File: src/adc_seq_pkg.sv
// Package of constants and types for the dual-slope converter sequencer
package adc_seq_pkg;

  // ********************************************************************
  // Register map (APB byte addresses)
  // ********************************************************************
  localparam logic [7:0] ctrl_addr = 8'h00;   // Start and override control
  localparam logic [7:0] status_addr = 8'h04; // Busy, phase, flags
  localparam logic [7:0] result_addr = 8'h08; // Latched decimal result
  localparam logic [7:0] count_addr = 8'h0C;  // Live clock count

  // Control register bit positions
  localparam int ctrl_start_bit = 0;    // Start/reset level
  localparam int ctrl_override_bit = 1; // Counter override level

  // Status register bit positions
  localparam int st_busy_bit = 0;
  localparam int st_ref_bit = 1;
  localparam int st_sign_bit = 2;
  localparam int st_over_n_bit = 3;
  localparam int st_thou_n_bit = 4;

  // Result register field layout
  localparam int res_thou_n_bit = 12;
  localparam int res_sign_bit = 13;
  localparam int res_over_n_bit = 14;

  // ********************************************************************
  // Conversion timing
  // ********************************************************************
  localparam logic [11:0] signal_counts = 12'h3E8; // 1000 clocks
  localparam logic [11:0] over_counts = 12'h7D0;   // 2000 clocks
  localparam logic [11:0] cycle_max = 12'hBB8;     // 3000 clocks
  localparam logic [11:0] count_zero = 12'h000;
  localparam logic [11:0] count_one = 12'h001;
  localparam logic [3:0] bcd_nine = 4'h9;
  localparam logic [3:0] bcd_zero = 4'h0;
  localparam logic [3:0] bcd_one = 4'h1;

  // Least start pulse width and its count at 20 MHz
  localparam int start_min_ns = 100;
  localparam int clk_period_ns = 50;
  localparam int start_min_cycles =
    (start_min_ns + clk_period_ns - 1) / clk_period_ns;

  // Sequencer phases
  typedef enum logic [1:0] {
    ph_autozero = 2'b00,
    ph_signal = 2'b01,
    ph_reference = 2'b10
  } phase_t;

endpackage

File: src/adc_seq_latch.sv
// Result latch memory: holds the decimal result and flags between ends
module adc_seq_latch (
  input wire logic pclk,
  input wire logic presetn,
  input wire logic load,
  input wire logic [15:0] wdata,
  output logic [15:0] rdata
);

  // Output register loaded only on conversion end; reset shows blank
  always_ff @(posedge pclk or negedge presetn) begin
    if (!presetn) begin
      rdata <= 16'h5000; // Thousands off, sign low, no overrange
    end else if (load) begin
      rdata <= wdata;
    end
  end

endmodule

File: src/adc_seq_top.sv
// Sequencer of a dual-slope converter with APB control and status
// What this block does
// - Start rising edge clears logic, starts conversion
// - After 1000 clocks latch sign, start reference
// - Reference switch chosen by stored sign
// - Zero crossing stops clock, loads latches
// - After end, auto-zero until next start
// - 2000 counts sets overrange, resets sequence
// - Latched outputs change only at conversion end
// - Override high suppresses internal end carry
// - Override high: external count ends signal
// - Busy high while integrating, falls at end
// - Reference output high only in reference
// - Overrange latched active low above 2000
// - Digits active high, thousands active low
// - Sign high for positive input
// - Clock gated during auto-zero, runs in measure
// - Without override, whole measurement takes at most 3000 clocks; under override the signal phase has no cap
// - Gated clock low in auto-zero, else follows
module adc_seq_top (
  input wire logic pclk,
  input wire logic presetn,
  input wire logic psel,
  input wire logic penable,
  input wire logic pwrite,
  input wire logic [7:0] paddr,
  input wire logic [31:0] pwdata,
  output logic [31:0] prdata,
  output logic pready,
  output logic pslverr,
  input wire logic conv_clk,
  input wire logic start_pin,
  input wire logic override_pin,
  input wire logic ext_count_pin,
  input wire logic comp_pos,
  output logic sw_input,
  output logic sw_ref_pos,
  output logic sw_ref_neg,
  output logic sw_autozero,
  output logic busy,
  output logic ref_phase,
  output logic gated_clk,
  output logic sign_out,
  output logic overrange_flag_n,
  output logic thou_n,
  output logic [11:0] digits
);

  // ********************************************************************
  // Input synchronisers
  // ********************************************************************
  logic [4:0] sync1_q; // First stage, read only by second stage
  logic [4:0] sync2_q; // Second stage, safe to use
  logic cclk_q;        // Previous synced conversion clock
  logic start_q;       // Previous combined start level
  logic ext_q;         // Previous synced external count

  // Two flops on every pin from outside the clock domain
  always_ff @(posedge pclk or negedge presetn) begin
    if (!presetn) begin
      sync1_q <= 5'h00;
      sync2_q <= 5'h00;
    end else begin
      sync1_q <= {comp_pos, ext_count_pin, override_pin, start_pin,
                  conv_clk};
      sync2_q <= sync1_q;
    end
  end

  logic cclk_s;
  logic start_s;
  logic ovr_s;
  logic ext_s;
  logic comp_s;
  assign cclk_s = sync2_q[0];
  assign start_s = sync2_q[1];
  assign ovr_s = sync2_q[2];
  assign ext_s = sync2_q[3];
  assign comp_s = sync2_q[4];

  // ********************************************************************
  // Register bus
  // ********************************************************************
  logic start_reg_q;    // Software start/reset level
  logic override_reg_q; // Software override level
  logic wr_en;
  logic rd_en;
  assign wr_en = psel && penable && pwrite;
  assign rd_en = psel && penable && !pwrite;

  // Control register writes; zero-wait transfers
  always_ff @(posedge pclk or negedge presetn) begin
    if (!presetn) begin
      start_reg_q <= 1'b0;
      override_reg_q <= 1'b0;
    end else if (wr_en && paddr == adc_seq_pkg::ctrl_addr) begin
      start_reg_q <= pwdata[adc_seq_pkg::ctrl_start_bit];
      override_reg_q <= pwdata[adc_seq_pkg::ctrl_override_bit];
    end
  end

  logic start_lvl;
  logic ovr_lvl;
  // Pin and register are ORed so either party can drive the sequence
  assign start_lvl = start_s | start_reg_q;
  assign ovr_lvl = ovr_s | override_reg_q;

  // ********************************************************************
  // Edge detection and clock tick
  // ********************************************************************
  always_ff @(posedge pclk or negedge presetn) begin
    if (!presetn) begin
      cclk_q <= 1'b0;
      start_q <= 1'b0;
      ext_q <= 1'b0;
    end else begin
      cclk_q <= cclk_s;
      start_q <= start_lvl;
      ext_q <= ext_s;
    end
  end

  logic start_rise;
  logic tick;     // One-cycle enable per conversion clock rising edge
  logic ext_rise;
  assign start_rise = start_lvl && !start_q;
  assign tick = cclk_s && !cclk_q;
  assign ext_rise = ext_s && !ext_q;

  // ********************************************************************
  // Sequencer
  // ********************************************************************
  adc_seq_pkg::phase_t phase_q;
  logic [11:0] count_q;   // Clocks counted in the current phase
  logic [11:0] total_q;   // Clocks counted in the whole measurement
  logic [3:0] bcd_q [3];  // Live decimal counter, units first
  logic thou_q;           // Live thousands digit
  logic sign_q;           // Stored polarity, high for positive
  logic done;             // Conversion complete, one cycle
  logic overflow;         // Overrange detected, one cycle

  // Decimal increment of one digit with carry out
  function automatic logic [4:0] bcd_inc(input logic [3:0] d,
                                         input logic cin);
    if (!cin) begin
      bcd_inc = {1'b0, d};
    end else if (d == adc_seq_pkg::bcd_nine) begin
      bcd_inc = {1'b1, adc_seq_pkg::bcd_zero};
    end else begin
      bcd_inc = {1'b0, d + adc_seq_pkg::bcd_one};
    end
  endfunction

  logic carry_int; // Internal carry ending signal integrate
  logic sig_end;
  assign carry_int = (count_q == adc_seq_pkg::signal_counts - 
                      adc_seq_pkg::count_one) && tick;
  // Override blocks carry and hands the transition to external count
  assign sig_end = ovr_lvl ? ext_rise : carry_int;
  // Zero crossing: integrator back past rest point, shown by comparator
  assign done = (phase_q == adc_seq_pkg::ph_reference) && tick &&
                (comp_s != sign_q);
  // Overrange at 2000 reference counts or the 3000-clock cap
  assign overflow = (phase_q == adc_seq_pkg::ph_reference) && tick &&
                    !done &&
                    ((count_q == adc_seq_pkg::over_counts) ||
                     (total_q >= adc_seq_pkg::cycle_max));

  // Phase sequencing; a start edge always restarts from signal
  always_ff @(posedge pclk or negedge presetn) begin
    if (!presetn) begin
      phase_q <= adc_seq_pkg::ph_autozero;
    end else if (start_rise) begin
      phase_q <= adc_seq_pkg::ph_signal;
    end else begin
      case (phase_q)
        adc_seq_pkg::ph_signal: begin
          if (sig_end) begin
            phase_q <= adc_seq_pkg::ph_reference;
          end
        end
        adc_seq_pkg::ph_reference: begin
          if (done || overflow) begin
            phase_q <= adc_seq_pkg::ph_autozero;
          end
        end
        default: begin
          phase_q <= adc_seq_pkg::ph_autozero; // Wait for start
        end
      endcase
    end
  end

  // Sign taken from comparator as the signal phase ends
  always_ff @(posedge pclk or negedge presetn) begin
    if (!presetn) begin
      sign_q <= 1'b0;
    end else if (start_rise) begin
      sign_q <= 1'b0;
    end else if (phase_q == adc_seq_pkg::ph_signal && sig_end) begin
      sign_q <= comp_s;
    end
  end

  // Phase counter; counts on clock ticks and on the signal end, gated off in auto-zero
  always_ff @(posedge pclk or negedge presetn) begin
    if (!presetn) begin
      count_q <= adc_seq_pkg::count_zero;
      total_q <= adc_seq_pkg::count_zero;
    end else if (start_rise) begin
      count_q <= adc_seq_pkg::count_zero;
      total_q <= adc_seq_pkg::count_zero;
    end else if (phase_q == adc_seq_pkg::ph_signal && sig_end) begin
      count_q <= adc_seq_pkg::count_zero;
      total_q <= total_q + adc_seq_pkg::count_one;
    end else if (phase_q != adc_seq_pkg::ph_autozero && tick) begin
      // Wraps under override so the external logic can count N carries
      if (phase_q == adc_seq_pkg::ph_signal &&
          count_q == adc_seq_pkg::signal_counts -
          adc_seq_pkg::count_one) begin
        count_q <= adc_seq_pkg::count_zero;
      end else begin
        count_q <= count_q + adc_seq_pkg::count_one;
      end
      total_q <= total_q + adc_seq_pkg::count_one;
    end
  end

  // Decimal reference-phase counter; this count is the reading
  logic [4:0] u_inc;
  logic [4:0] t_inc;
  logic [4:0] h_inc;
  logic cnt_en;
  assign cnt_en = (phase_q == adc_seq_pkg::ph_reference) && tick && !done;
  assign u_inc = bcd_inc(bcd_q[0], cnt_en);
  assign t_inc = bcd_inc(bcd_q[1], u_inc[4]);
  assign h_inc = bcd_inc(bcd_q[2], t_inc[4]);

  always_ff @(posedge pclk or negedge presetn) begin
    if (!presetn) begin
      bcd_q[0] <= adc_seq_pkg::bcd_zero;
      bcd_q[1] <= adc_seq_pkg::bcd_zero;
      bcd_q[2] <= adc_seq_pkg::bcd_zero;
      thou_q <= 1'b0;
    end else if (start_rise) begin
      bcd_q[0] <= adc_seq_pkg::bcd_zero;
      bcd_q[1] <= adc_seq_pkg::bcd_zero;
      bcd_q[2] <= adc_seq_pkg::bcd_zero;
      thou_q <= 1'b0;
    end else begin
      bcd_q[0] <= u_inc[3:0];
      bcd_q[1] <= t_inc[3:0];
      bcd_q[2] <= h_inc[3:0];
      thou_q <= thou_q | h_inc[4];
    end
  end

  // ********************************************************************
  // Output latches
  // ********************************************************************
  logic [15:0] latch_d;
  logic [15:0] latch_q;
  logic latch_load;
  // Overrange loads too, so its flag is latched; thousands inverted
  assign latch_load = done || overflow;
  assign latch_d = {1'b0, !overflow, sign_q, !thou_q,
                    bcd_q[2], bcd_q[1], bcd_q[0]};

  adc_seq_latch u_latch (
    .pclk(pclk),
    .presetn(presetn),
    .load(latch_load),
    .wdata(latch_d),
    .rdata(latch_q)
  );

  // Output pins mirror the latch through one flop each
  always_ff @(posedge pclk or negedge presetn) begin
    if (!presetn) begin
      digits <= 12'h000;
      thou_n <= 1'b1;
      sign_out <= 1'b0;
      overrange_flag_n <= 1'b1;
    end else begin
      digits <= latch_q[11:0];
      thou_n <= latch_q[adc_seq_pkg::res_thou_n_bit];
      sign_out <= latch_q[adc_seq_pkg::res_sign_bit];
      overrange_flag_n <= latch_q[adc_seq_pkg::res_over_n_bit];
    end
  end

  // Switch, status and gated clock outputs, all registered
  always_ff @(posedge pclk or negedge presetn) begin
    if (!presetn) begin
      sw_input <= 1'b0;
      sw_ref_pos <= 1'b0;
      sw_ref_neg <= 1'b0;
      sw_autozero <= 1'b1;
      busy <= 1'b0;
      ref_phase <= 1'b0;
      gated_clk <= 1'b0;
    end else begin
      sw_input <= phase_q == adc_seq_pkg::ph_signal;
      // Positive input ramps back with the negative reference
      sw_ref_pos <= phase_q == adc_seq_pkg::ph_reference &&
                    !sign_q;
      sw_ref_neg <= phase_q == adc_seq_pkg::ph_reference &&
                    sign_q;
      sw_autozero <= phase_q == adc_seq_pkg::ph_autozero;
      busy <= phase_q != adc_seq_pkg::ph_autozero;
      ref_phase <= phase_q == adc_seq_pkg::ph_reference;
      // Follows the synced clock while measuring, low otherwise
      gated_clk <= cclk_s &&
                   phase_q != adc_seq_pkg::ph_autozero;
    end
  end

  // ********************************************************************
  // Read path
  // ********************************************************************
  // Read mux, one registered word; unmapped reads zero with error
  always_ff @(posedge pclk or negedge presetn) begin
    if (!presetn) begin
      prdata <= 32'h00000000;
      pslverr <= 1'b0;
      pready <= 1'b0;
    end else begin
      pready <= psel && !penable;
      pslverr <= 1'b0;
      prdata <= 32'h00000000;
      if (psel && !penable) begin
        if (paddr == adc_seq_pkg::ctrl_addr) begin
          prdata[adc_seq_pkg::ctrl_start_bit] <= start_reg_q;
          prdata[adc_seq_pkg::ctrl_override_bit] <= override_reg_q;
        end else if (paddr == adc_seq_pkg::status_addr) begin
          prdata[adc_seq_pkg::st_busy_bit] <= busy;
          prdata[adc_seq_pkg::st_ref_bit] <= ref_phase;
          prdata[adc_seq_pkg::st_sign_bit] <= sign_out;
          prdata[adc_seq_pkg::st_over_n_bit] <= overrange_flag_n;
          prdata[adc_seq_pkg::st_thou_n_bit] <= thou_n;
        end else if (paddr == adc_seq_pkg::result_addr) begin
          prdata[15:0] <= latch_q;
        end else if (paddr == adc_seq_pkg::count_addr) begin
          prdata[11:0] <= total_q;
        end else begin
          pslverr <= 1'b1;
        end
      end
    end
  end

  logic unused_rd;
  assign unused_rd = rd_en;

endmodule

File: config.mk
export PLATFORM = sky130hd
export DESIGN_NAME = adc_seq_top
export DESIGN_NICKNAME = d
export VERILOG_FILES = /design/src/adc_seq_pkg.sv /design/src/adc_seq_latch.sv /design/src/adc_seq_top.sv
export SDC_FILE = /design/constraint.sdc
export NUM_CORES = 1
export LEC_CHECK = 0
export BUFFER_PORTS_ARGS = -buffer_cell sky130_fd_sc_hd__buf_4
export CAP_MARGIN = 5
export CORE_MARGIN = 5
export CORE_UTILIZATION = 30
export CTS_CLUSTER_DIAMETER = 100
export DETAILED_ROUTE_END_ITERATION = 6
export GPL_TIMING_DRIVEN = 0
export MAX_ROUTING_LAYER = met4
export PLACE_DENSITY = 0.6
export SLEW_MARGIN = 20
export SYNTH_ARGS = -nofsm -noshare
export SYNTH_HDL_FRONTEND = slang
export SYNTH_SLANG_ARGS = --single-unit
File: constraint.sdc
create_clock -name pclk -period 2.1 [get_ports pclk]
set_input_delay 0.315 -clock pclk [delete_from_list [all_inputs] [get_ports pclk]]
set_output_delay 0.315 -clock pclk [all_outputs]
set_load 0.1 [all_outputs]
### After elaboration in Yosys (flattened, before gate mapping)

Cells that the tools add are included.
Widths: inputs -> output; s select.

* word-level logic and storage cells: 124
* output and inout port bits: 56
* register bits after elaboration: 110
* input port bits: 50

* add/subtract/negate cells: 5
* order comparisons: 1
* eq/ne operators: 13
* bitwise logic cells: 3
* multiplexer cells: 35
* reductions and logical operators: 37

Operator list (number)
* $mux 12: 10
* $mux 5: 7
* $add 12x1->12 const B: 2
* $logic_and 1x1->1: 18
* $eq 8x4->1 const B: 2
* $mux 16: 1
* $mux 14: 1
* $add 4x1->4 const B: 3
* $eq 12x10->1 const B: 1
* $eq 12x11->1 const B: 1
* $eq 4x4->1 const B: 3
* $ge 12x12->1 const B: 1
* $mux 10: 1
* $reduce_bool 2->1: 5
* $mux 1: 9
* $eq 8x3->1 const B: 1
* $logic_not 1->1: 8
* $logic_not 8->1: 1
* $mux 2: 4
* $ne 3x3->1 const B: 2
* $pmux 2 s2: 1
* $mux 3: 1
* $or 1x1->1: 3
* $reduce_bool 3->1: 1
* other kinds (6): 7

### Logic depth before layout (Yosys ltp)

Gate-level depths: netlist of run 1.

* word-level depth: 11
* depth in mapped cells: 8
* mapped depth without buffers: 7

### By module

A second synthesis of run 1 with hierarchy kept.

* cells, all modules: 426
* area total of the unflattened synthesis: 4897.2 µm²

Modules (own cells, without submodules)
* adc_seq_top: sequential area each 2381.0 µm², area each 4245.3 µm², cells an instance 392, instances 1
* adc_seq_latch: sequential area each 402.9 µm², area each 651.9 µm², cells an instance 34, instances 1

### Worst setup path after synthesis of run 1

Ideal clock, no wire load.

* path type: register to register
* from: register count_q[0]
* to: register u_latch.rdata[2]
* library setup time: 125 ps
* arrival time: 1697 ps
* period minus slack after synthesis: 1822 ps
* required time: 1975 ps
* stages on the path, launching flop included: 8
* path buffers: 1
* slack: 278 ps
* cells stage by stage: dfrtp_1 inv_1 ha_1 nand4bb_1 nor4_4 o31ai_4 buf_6 mux2_4

* cells in the longest elaborated chain, start to end: 4

RTL lines
* start, declared: line adc_seq_top.sv:134 `logic [11:0] count_q;`
* start signal, assigned: line adc_seq_top.sv:208 `count_q <= adc_seq_pkg::count_zero;`
* start signal, assigned: line adc_seq_top.sv:211 `count_q <= adc_seq_pkg::count_zero;`
* start signal, assigned: line adc_seq_top.sv:214 `count_q <= adc_seq_pkg::count_zero;`
* $eq 12x11->1: line adc_seq_top.sv:166 `((count_q == adc_seq_pkg::over_counts) ||`
* $logic_or 1x1->1: line adc_seq_top.sv:166
* $logic_and 1x1->1: line adc_seq_top.sv:165 `!done &&`
* $logic_or 1x1->1: line adc_seq_top.sv:265 `assign latch_load = done || overflow;`
* end signal, assigned: line adc_seq_latch.sv:15 `rdata <= wdata;`
* end, declared: line adc_seq_latch.sv:7 `output logic [15:0] rdata`

No other way between the ends.
A chain may end at the register's enable or synchronous reset.

### Worst setup path after layout of run 1

* from: register bcd_q[9] (netlist bit)
* to: register bcd_q[3] (netlist bit)

* cells in the longest elaborated chain, start to end: 5

RTL lines
* start, declared: line adc_seq_top.sv:136 `logic [3:0] bcd_q [3];`
* $eq 4x4->1: line adc_seq_top.sv:147 `end else if (d == adc_seq_pkg::bcd_nine) begin`
* $mux 5: line adc_seq_top.sv:147
* $mux 5 (2 in a row): line adc_seq_top.sv:145 `if (!cin) begin`
* $reduce_bool 2->1 (no source line)

No other way between the ends. The select of a mux whose other input is x is not followed.

==> metrics.md, run 1 <==
| Metric | Value |
|---|---|
| Critical path buffers and inverters | `2` |
| Dominant delay contributor by cell family on the critical path | `simple AND/OR/NAND/NOR gates` |
| Simple-Gate Fraction of Synth Area | `0.1726` |
| Pin count of the biggest net entering global routing | `110` |
| Status | `completed` |
| Final Setup Violations | `0` |
| Count of cell types in the netlist | `65` |
| Mux share of post-synthesis cell area | `0.07196` |
| Port-buffer cells | `56` |
| TritonCTS clock tree | `done` |
| Worst-path clk slew | `70 ps` |
| PnR worst setup slack | `73.06 ps` |
| Clk_lat worst skew | `350 ps` |
| DRC viols | `0` |
| Hold slack | `75.07 ps` |
| Synth Area in XOR/XNOR | `0.03380` |
| CP Capture Type | `flip-flop` |
| Main combinational cell family by area after synthesis | `simple AND/OR/NAND/NOR gates` |
| Min cycle time layout | `2027 ps` |
| Number of global-route vias before repair | `3410` |
| Hold crit path type | `input pin to flip-flop` |
| DP HPWL | `8042 um` |
| Ant. Diodes | `0` |
| Sum Neg Setup Slack | `0 ps` |
| Leading register cell type out of synthesis | `dfrtp_1` |
| Max-cap violations | `0` |
| Slowest CP cell | `nor4_4` |
| Global-route wire length before repair | `17760 um` |
| Startpoint type of the worst setup path | `flip-flop` |
| Synth Register Bits | `109` |
| Clock root cell | `clkbuf_16` |
| Cell count after synthesis | `423` |
| Die W | `137.6 um` |
| WP data required | `2340 ps` |
| Post-synthesis sequential area ratio | `0.5595` |
| Max-slew violations | `0` |
| Initial antenna violation count | `0` |
| Synthesis Warnings | `0` |
| GRT Util Overall | `0.1243` |
| CTS Buffer Depth | `2` |
| Ratio of cells with drive above 1 in the final layout | `0.2718` |
| Worst rel slew slack | `0.3555` |
| Power Dens Cells | `811.5 nW/um^2` |
| Post-synth ARST share | `1.000` |
| Max Clk Rate | `0.4934 GHz` |
| Pleak | `0.002827 uW` |
| Antenna-violating nets left | `0` |
| Fin crit share | `0.9652` |
| Vias | `3411` |
| Critical path type | `flip-flop to flip-flop` |
| Global route total overflow | `0` |
| Cell area after synthesis | `4886 sq um` |
| Core area | `15940 sq um` |
| Area of the die | `18940 sq um` |
| Synth Area in Adders | `0.02561` |
| Crit path largest cell delay | `450 ps` |
| Final Hold Fails | `0` |
| Row cnt | `46` |
| TritonCTS sink count | `109` |
| Initial Util | `0.3065` |
| Post-synthesis compound-gate area fraction | `0.08784` |
| IR drop worst, VDD | `360.5 uV` |
| Routed WL | `11060 um` |
| Wirelength per Cell | `15.13 um` |
| Synth-to-layout area growth | `22.87%` |
| CP max FO | `4` |
| Mean area per synthesized cell | `11.55 sq um` |
| Placed Area | `5640 sq um` |
| Placer Congestion | `0.8509` |
| Nets@finish | `570` |
| Final instance area | `6003 sq um` |
| First DRT Iteration DRCs | `238` |
| Vias per Instance | `4.666` |
| Skew final | `8.871 ps` |
| Worst Tran Pin Value | `966.8 ps` |
| Crit path DAT | `2270 ps` |
| Post-synth EDFFs | `0` |
| CTS Buf Count | `9` |
| Num ports | `106` |
| Tot Pwr | `4871 uW` |
| H-tree Lvls | `3` |
| Die height | `137.6 um` |
| Critical Path, Cell by Cell | `inv_1 -> ha_1 -> nand3b_1 -> nor4_4 -> buf_4 -> a41oi_1 -> a311oi_1` |
| First-pass detailed-route iteration total | `4` |
| RSZ-0062 raised after global routing | `yes` |
| Pre-CTS worst setup slack | `-103.4 ps` |
==> cell families (layout without fill, tap and decap cells) <==
group / count (synthesis) / after routing
and+or+nand+nor: 153 / 153
DFF: 109 / 109
AOI/OAI and AO/OA: 61 / 61
buffers and inverters: 41 / 117
muxes: 30 / 30
xor gates and xnor gates: 18 / 18
adders and majority gates: 10 / 10
other: 1 / 17
==> final timing paths <==
kind	end	depth (start not counted)	start	slack, ps
worst max-delay path	bcd_q[3]	7	bcd_q[9]	70
min in group asynchronous	u_latch.rdata[6]	1	presetn	100
worst max register to register	bcd_q[3]	7	bcd_q[9]	70
worst min register to register	sync2_q[0]	0	sync1_q[0]	350
max in group asynchronous	ref_phase	1	presetn	1360
worst min-delay path	sync1_q[1]	1	start_pin	80
==> per-layer routing <==
metal	GRT usage	share of wire	routed length (um)	vias up
met5	-	0	0	-
met4	0.04767	0.018	203	0
met3	0.02411	0.049	539	13
met2	0.1925	0.48	5289	85
met1	0.1617	0.45	5030	1695
li1	-	-	-	1618
==> report_power, final <==
part | switching (uW) | internal [uW]
combinational | 608 | 220
clock | 761 | 956
sequential | 103 | 2220
==> metrics by stage <==
stage,util,cells
2_1_floorplan,-,439
3_3_place_gp,0.3536,711
3_5_place_dp,0.3538,711
4_1_cts,0.3744,729
5_1_grt,0.3766,731
6_report,0.3766,731
==> cells in the mapped netlist, types with 3 or more instances <==
| master | instances | area [sq um] |
|---|---|---|
| dfstp_2 | 5 | 131.4 |
| nor3_1 | 10 | 50.05 |
| a311oi_1 | 3 | 26.28 |
| mux2_2 | 12 | 135.1 |
| xnor2_1 | 4 | 35.03 |
| clkbuf_1 | 5 | 18.77 |
| mux2i_1 | 13 | 130.1 |
| buf_4 | 18 | 135.1 |
| o21ai_1 | 12 | 60.06 |
| and3_1 | 6 | 37.54 |
| or3_1 | 3 | 18.77 |
| dfrtp_1 | 104 | 2603 |
| nand4bb_1 | 4 | 45.04 |
| nand2_1 | 24 | 90.09 |
| ha_1 | 10 | 125.1 |
| xor2_1 | 13 | 113.9 |
| a22oi_1 | 3 | 22.52 |
| and2_1 | 7 | 43.79 |
| nor2b_1 | 7 | 43.79 |
| o21ai_0 | 6 | 30.03 |
| nor2_1 | 54 | 202.7 |
| nand3_1 | 12 | 60.06 |
| o31ai_1 | 4 | 30.03 |
| a21oi_1 | 12 | 60.06 |
| inv_1 | 10 | 37.54 |
| o2111ai_1 | 9 | 78.83 |
| buf_2 | 4 | 20.02 |
==> worst register-to-register path, cell delays in order, from the launching register on <==
cell and delay [ps]:
dfrtp_1 410, inv_1 80, ha_1 180, nand3b_1 180
nor4_4 450, buf_4 200, a41oi_1 130, a311oi_1 300
==> flip-flops by register name (all words and copies together) (netlist names), 2 cells and up <==
name and count:
sync1_q 5, u_latch.rdata 15, sync2_q 5, prdata 15, phase_q 2, total_q 12
count_q 12, bcd_q 12, digits 12
==> layout by cell type, fill, tap and decap left out, types with 4 or more instances in the layout <==
cell type | netlist | final
o31ai_1 | 4 | 4
nor3_1 | 10 | 10
nor2b_1 | 7 | 7
nor2_1 | 54 | 54
and3_1 | 6 | 6
a21oi_1 | 12 | 12
ha_1 | 10 | 9
and2_1 | 7 | 7
dfstp_2 | 5 | 5
o2111ai_1 | 9 | 9
o21ai_0 | 6 | 6
nand4bb_1 | 4 | 4
xor2_1 | 13 | 13
dfrtp_1 | 104 | 104
mux2_2 | 12 | 12
nand3_1 | 12 | 12
clkbuf_16 | 0 | 9
conb_1 | 1 | 17
buf_2 | 4 | 4
mux2i_1 | 13 | 13
o21ai_1 | 12 | 12
buf_4 | 18 | 76
clkbuf_1 | 5 | 5
xnor2_1 | 4 | 4
inv_1 | 10 | 10
nand2_1 | 24 | 24
==> layout make-up <==
cell class / instances / area (sq um)
sequential: 109 / 2734
tap: 216 / 270.3
inverter: 11 / 41.29
fill: 1567 / 9940
multi-input combinational: 289 / 1998
buffer: 30 / 192.7
clock inverter: 6 / 61.31
timing repair buffer: 60 / 466.7
clock buffer: 10 / 239.0
==> timing repair <==
action,CTS,global route
setup buffers,2,2
pin swaps,1,1
gates cloned,0,0
endpoints found under the setup margin,2,12
gates resized for setup,0,4
hold buffers,0,0
hold endpoints to repair,0,0
No activity file was read; power rests on OpenSTA's default activity.
==> run 2: changes to the inputs <==
--- a/config.mk
+++ b/config.mk
@@ -7,13 +7,14 @@
 export LEC_CHECK = 0
 export BUFFER_PORTS_ARGS = -buffer_cell sky130_fd_sc_hd__buf_4
 export CAP_MARGIN = 5
-export CORE_MARGIN = 5
+export CORE_MARGIN = 4
 export CORE_UTILIZATION = 30
 export CTS_CLUSTER_DIAMETER = 100
 export DETAILED_ROUTE_END_ITERATION = 6
 export GPL_TIMING_DRIVEN = 0
 export MAX_ROUTING_LAYER = met4
 export PLACE_DENSITY = 0.6
+export REMOVE_ABC_BUFFERS = 1
 export SLEW_MARGIN = 20
 export SYNTH_ARGS = -nofsm -noshare
 export SYNTH_HDL_FRONTEND = slang
==> run 2 against run 1 <==
Against the previous run: fmax grew 1.9%; critical path type unchanged; first-iteration DRC count shrank 25%; combinational power shrank 7.7%; clock-buffer cell count shrank 1; largest cell class unchanged; cell area shrank 1.8%; final cell count shrank 3.0%.
==> metrics.md, run 2 (synthesized netlist as in run 1, its figures left out) <==
| Metric | Value |
|---|---|
| Antenna-violating nets left | `0 (unchanged)` |
| Vias | `3254 (-4.6%)` |
| CP Capture Type | `flip-flop` |
| Global-route wire length before repair | `16730 um (-5.8%)` |
| Fin cells | `709 (-3.0%)` |
| Placed cell count | `683 (-3.9%)` |
| Clock root cell | `clkbuf_16` |
| IR drop worst, VDD | `322.6 uV (-10%)` |
| TritonCTS clock tree | `done` |
| Die W | `135.6 um (-1.5%)` |
| Final Hold Fails | `0 (unchanged)` |
| Critical path type | `flip-flop to flip-flop` |
| DRC viols | `0 (unchanged)` |
| Dominant delay contributor by cell family on the critical path | `simple AND/OR/NAND/NOR gates` |
| First-pass detailed-route iteration total | `4 (unchanged)` |
| Critical path buffers and inverters | `0 (-2)` |
| DP HPWL | `7345 um (-8.7%)` |
| Core area | `15940 sq um (unchanged)` |
| Reg power frac | `0.484 (+0.007)` |
| Critical Path, Cell by Cell | `ha_2 -> or4bb_1 -> nor4_2 -> o21a_1 -> mux2i_1 -> nor2_1` |
| Initial Util | `0.3065 (unchanged)` |
| Port-buffer cells | `58 (+3.6%)` |
| Worst-path clk slew | `70 ps (about the same)` |
| Top flop regs | `prdata (15), u_latch.rdata (15)` |
| Slowest CP cell | `or4bb_1` |
| Most frequent cells in the layout | `dfrtp_1, buf_4, nor2_1` |
| Commonest non-fill, non-tap cell in the layout | `dfrtp_1` |
| Synth-to-layout area growth | `20.64%` |
| Max-slew violations | `0 (unchanged)` |
| Status | `completed` |
| Routed WL | `10470 um (-5.4%)` |
| H-tree Lvls | `3 (unchanged)` |
| Pleak | `0.002728 uW (-3.5%)` |
| Finished Core Util | `0.3697 (-0.006828)` |
| Max Clk Rate | `0.5025 GHz (+1.9%)` |
| Hold slack | `65.45 ps (-9.625 ps)` |
| Startpoint type of the worst setup path | `flip-flop` |
| First DRT Iteration DRCs | `178 (-25%)` |
| Final Setup Violations | `0 (unchanged)` |
| Placer Congestion | `0.8688 (+2.1%)` |
| Pin count of the biggest net entering global routing | `110 (unchanged)` |
| Global route total overflow | `0 (unchanged)` |
| Fin crit share | `0.9476 (-0.01759)` |
| Worst rel slew slack | `0.5173 (+0.1618)` |
| RSZ-0062 raised after global routing | `no` |
| Placed Area | `5470 sq um (-3.0%)` |
| Worst Tran Pin Value | `722.5 ps (-244.3 ps)` |
| Row cnt | `46 (unchanged)` |
| Area of the die | `18390 sq um (-2.9%)` |
| Power Dens Cells | `824.0 nW/um^2 (+1.5%)` |
| Ratio of cells with drive above 1 in the final layout | `0.2515 (-0.02032)` |
| Clk_lat worst skew | `350 ps (about the same)` |
| CP max FO | `5 (+1)` |
| Number of global-route vias before repair | `3169 (-7.1%)` |
| Clk pwr share | `0.358 (+0.006)` |
| GRT Util Overall | `0.1195 (-0.004801)` |
| Sw Ratio | `0.3086 (+0.006214)` |
| Crit path DAT | `2200 ps (-70 ps)` |
| Max-cap violations | `0 (unchanged)` |
| CTS Buffer Depth | `2 (unchanged)` |
| Combinational power share | `0.157 (-0.013)` |
| Hold crit path type | `input pin to flip-flop` |
| Ant. Diodes | `0 (unchanged)` |
| Vias per Instance | `4.590 (-1.6%)` |
| NetSw | `1499 uW (+1.8%)` |
| Min cycle time layout | `1990 ps (-36.95 ps)` |
| Tot Pwr | `4857 uW (-0.29%)` |
| CTS Buf Count | `9 (unchanged)` |
| Initial antenna violation count | `0 (unchanged)` |
| TritonCTS sink count | `109 (unchanged)` |
| Num ports | `106 (unchanged)` |
| Final instance area | `5894 sq um (-1.8%)` |
| Crit path largest cell delay | `520 ps (+70 ps)` |
| Int Pwr | `3358 uW (-1.2%)` |
| Wirelength per Cell | `14.76 um (-2.5%)` |
| WP data required | `2310 ps (-30 ps)` |
| Skew final | `5.584 ps (-3.286 ps)` |
| Nets@finish | `548 (-3.9%)` |
| Die height | `135.6 um (-1.5%)` |
==> run 2: per-stage QoR <==
step / setup TNS, ps / setup slack [ps]
2_1_floorplan: 0 / 114.4
3_3_place_gp: -12620 / -730.4
3_5_place_dp: -1758 / -174.5
4_1_cts: 0 / 71.60
5_1_grt: 0 / 5.728
6_report: 0 / 110.0
==> run 2: power by group through the flow <==
stage	sequential, uW	clock [uW]	combinational [uW]
after detailed placement	2390	0	753
after CTS	2350	1800	762
after floorplan	2540	0	380
after global placement	2380	0	742
final	2350	1740	765
after global routing	2370	1870	825
==> run 2: final timing paths <==
path / startpoint / to / slack [ps] / depth (start not counted)
hold / removal: comp_pos / sync1_q[4] / 70 / 1
hold reg to reg: sync1_q[3] / sync2_q[3] / 350 / 0
setup reg to reg: count_q[0] / sign_q / 110 / 6
min in group asynchronous: presetn / count_q[7] / 440 / 2
max in group asynchronous: presetn / u_latch.rdata[12] / 950 / 3
setup / recovery: count_q[0] / sign_q / 110 / 6
==> run 2: layout make-up <==
| class | instances | area [sq um] |
|---|---|---|
| clock buffers | 9 | 225.2 |
| clock inverters | 7 | 82.58 |
| fillers | 1574 | 10050 |
| inverters | 11 | 41.29 |
| multi-input cells | 289 | 1992 |
| flip-flops and latches | 109 | 2734 |
| well taps | 216 | 270.3 |
| repair buffers | 68 | 549.3 |
==> run 2: what timing repair did <==
item                                   in CTS  in global routing
cloned                                      0                  0
endpoints found under the hold margin       0                 39
setup buffers                               6                  2
hold buffers                                0                  1
gates resized for setup                     0                  2
pin swaps                                   2                  3
setup endpoints to repair                  12                 13
==> run 2: routing by layer <==
metal | vias up | GRT usage | wire length (um)
met2 | 66 | 0.1886 | 4992
met4 | 0 | 0.05039 | 197
met5 | - | - | 0
li1 | 1580 | - | -
met1 | 1597 | 0.1542 | 4809
met3 | 11 | 0.01820 | 465
==> run 2: worst reg2reg max path, cell delays in order, from the launching register on <==
cell and delay, ps:
dfrtp_1 430, ha_2 260, or4bb_1 520, nor4_2 190, o21a_1 210, mux2i_1 200
nor2_1 50
==> run 3: changes to the inputs <==
--- a/config.mk
+++ b/config.mk
@@ -7,13 +7,14 @@
 export LEC_CHECK = 0
 export BUFFER_PORTS_ARGS = -buffer_cell sky130_fd_sc_hd__buf_4
 export CAP_MARGIN = 5
+export CELL_PAD_IN_SITES_DETAIL_PLACEMENT = 0
+export CELL_PAD_IN_SITES_GLOBAL_PLACEMENT = 1
 export CORE_MARGIN = 4
 export CORE_UTILIZATION = 30
 export CTS_CLUSTER_DIAMETER = 100
 export DETAILED_ROUTE_END_ITERATION = 6
 export GPL_TIMING_DRIVEN = 0
-export MAX_ROUTING_LAYER = met4
-export PLACE_DENSITY = 0.6
+export PLACE_DENSITY = 0.7
 export REMOVE_ABC_BUFFERS = 1
 export SLEW_MARGIN = 20
 export SYNTH_ARGS = -nofsm -noshare
==> run 3 against run 2 <==
Against the previous run: final cell count unchanged; clock power hardly changed; sequential power hardly changed; wire length rose by 1.9%; critical path depth stayed put; cell area about the same; critical endpoint unchanged; sequential share of layout area about the same; fmax grew 1.5%.
==> metrics.md, run 3 (synthesized netlist as in run 1, its figures left out) <==
| Metric | Value |
|---|---|
| Die W | `135.6 um (unchanged)` |
| Clock root cell | `clkbuf_16` |
| Max-slew violations | `0 (unchanged)` |
| Final Hold Fails | `0 (unchanged)` |
| Crit path DAT | `2170 ps (-30 ps)` |
| Fin crit share | `0.9336 (-0.01399)` |
| Antenna-violating nets left | `0 (unchanged)` |
| WP data required | `2310 ps (about the same)` |
| Skew final | `8.412 ps (+2.828 ps)` |
| Pre-CTS worst setup slack | `-185.2 ps (-10.71 ps)` |
| Worst Tran Pin Value | `861.4 ps (+138.9 ps)` |
| Worst-path clk slew | `80 ps (about the same)` |
| Max-cap violations | `0 (unchanged)` |
| Final Setup Violations | `0 (unchanged)` |
| Global route total overflow | `0 (unchanged)` |
| Hold crit path type | `input pin to async pin` |
| Critical path type | `flip-flop to flip-flop` |
| Worst r2r dst | `sign_q` |
| Commonest non-fill, non-tap cell in the layout | `dfrtp_1` |
| TritonCTS clock tree | `done` |
| Most frequent cells in the layout | `dfrtp_1, buf_4, nor2_1` |
| Worst rel slew slack | `0.4257 (-0.09159)` |
| Nets@finish | `548 (unchanged)` |
| Global-route wire length before repair | `17320 um (+3.6%)` |
| Startpoint type of the worst setup path | `flip-flop` |
| RSZ-0062 raised after global routing | `no` |
| Synth-to-layout area growth | `20.69% (about the same)` |
| Initial Util | `0.3065 (unchanged)` |
| Critical Path, Cell by Cell | `ha_2 -> or4bb_1 -> nor4_4 -> o21a_1 -> mux2i_1 -> nor2_1` |
| Pleak | `0.002751 uW (+0.84%)` |
| Placer Congestion | `0.8011 (-7.8%)` |
| Port-buffer cells | `58 (unchanged)` |
| PnR worst setup slack | `139.4 ps (+29.37 ps)` |
| H-tree Lvls | `3 (unchanged)` |
| Row cnt | `46 (unchanged)` |
| R2r setup slk | `140 ps (+30 ps)` |
| Min cycle time layout | `1961 ps (-29.37 ps)` |
| Clk_lat worst skew | `350 ps (about the same)` |
| CP max FO | `5 (unchanged)` |
| First DRT Iteration DRCs | `269 (+51%)` |
| Top flop regs | `prdata (15), u_latch.rdata (15)` |
| Dominant delay contributor by cell family on the critical path | `simple AND/OR/NAND/NOR gates` |
| Hold slack | `66.94 ps (+1.495 ps)` |
| Number of hold buffers added after cts | `0 (unchanged)` |
| Worst r2r src | `count_q[0]` |
| Die height | `135.6 um (unchanged)` |
| Finished Core Util | `0.3699 (about the same)` |
| First-pass detailed-route iteration total | `4 (unchanged)` |
| Register-to-Register Path Depth | `6 (unchanged)` |
| Core area | `15940 sq um (unchanged)` |
| Vias per Instance | `4.659 (+1.5%)` |
| Crit path largest cell delay | `540 ps (+20 ps)` |
| Area of the die | `18390 sq um (unchanged)` |
| Critical path buffers and inverters | `0 (unchanged)` |
| Ratio of cells with drive above 1 in the final layout | `0.2556 (+0.004057)` |
| DRC viols | `0 (unchanged)` |
| Power Dens Cells | `822.7 nW/um^2 (-0.16%)` |
| TritonCTS sink count | `109 (unchanged)` |
| Sum Neg Setup Slack | `0 ps (unchanged)` |
| Num ports | `106 (unchanged)` |
| Pin count of the biggest net entering global routing | `110 (unchanged)` |
| Max Clk Rate | `0.5100 GHz (+1.5%)` |
| Initial antenna violation count | `0 (unchanged)` |
| DP HPWL | `7426 um (+1.1%)` |
| Vias | `3303 (+1.5%)` |
| CP Capture Type | `flip-flop` |
| IR drop worst, VDD | `344.6 uV (+6.8%)` |
| CTS Buf Count | `9 (unchanged)` |
| Ant. Diodes | `0 (unchanged)` |
| Routed WL | `10660 um (+1.9%)` |
| Slowest CP cell | `or4bb_1` |
| Status | `completed` |
| Wirelength per Cell | `15.04 um (+1.9%)` |
| CTS Buffer Depth | `2 (unchanged)` |
| GRT Util Overall | `0.1184 (-0.001112)` |
| Number of global-route vias before repair | `3274 (+3.3%)` |
## run 3: cell type report
class	count	area (sq um)
clock inverter	7	83.83
tap	216	270.3
inverter	11	41.29
multi-input combinational	289	2013
fill	1571	10050
timing repair buffer	68	529.3
clock buffer	9	225.2
sequential	109	2734
## run 3: how the worst max path moves through the flow
stage,startpoint,end,depth (start not counted)
global route,count_q[0],sign_q,6
global placement,start_reg_q,count_q[4],5
detailed placement,total_q[3],u_latch.rdata[7],4
floorplan,start_reg_q,count_q[4],5
CTS,start_reg_q,total_q[1],5
finish,count_q[0],sign_q,6
## run 3: metrics by stage
| stage | std cells | instance area (sq um) | total power (uW) |
|---|---|---|---|
| floorplan | 409 | 4753 | 2917 |
| global placement | 683 | 5459 | 3128 |
| detailed placement | 683 | 5470 | 3147 |
| CTS | 705 | 5837 | 4899 |
| global route | 709 | 5897 | 5075 |
| finish | 709 | 5897 | 4852 |
## run 3: where the power goes
part	leakage [uW]	total, uW	switching, uW	internal [uW]
logic	0.00115	770	577	193
clock network	0.000148	1730	793	942
registers	0.00145	2350	125	2220
total	0.00275	4850	1500	3360
## run 3: metal layers
metal / GRT usage / routed length (um) / vias up / share of wire
met5: 0 / 0 / - / 0
met2: 0.1864 / 5070 / 75 / 0.48
li1: - / - / 1577 / -
met3: 0.01932 / 461 / 12 / 0.043
met1: 0.1666 / 4997 / 1639 / 0.47
met4: 0.03975 / 134 / 0 / 0.013
## run 3: repair_timing
action | 4_1_cts | 5_1_grt
pin swaps | 2 | 2
setup buffers | 6 | 4
gates resized for setup | 0 | 5
endpoints found under the setup margin | 12 | 10
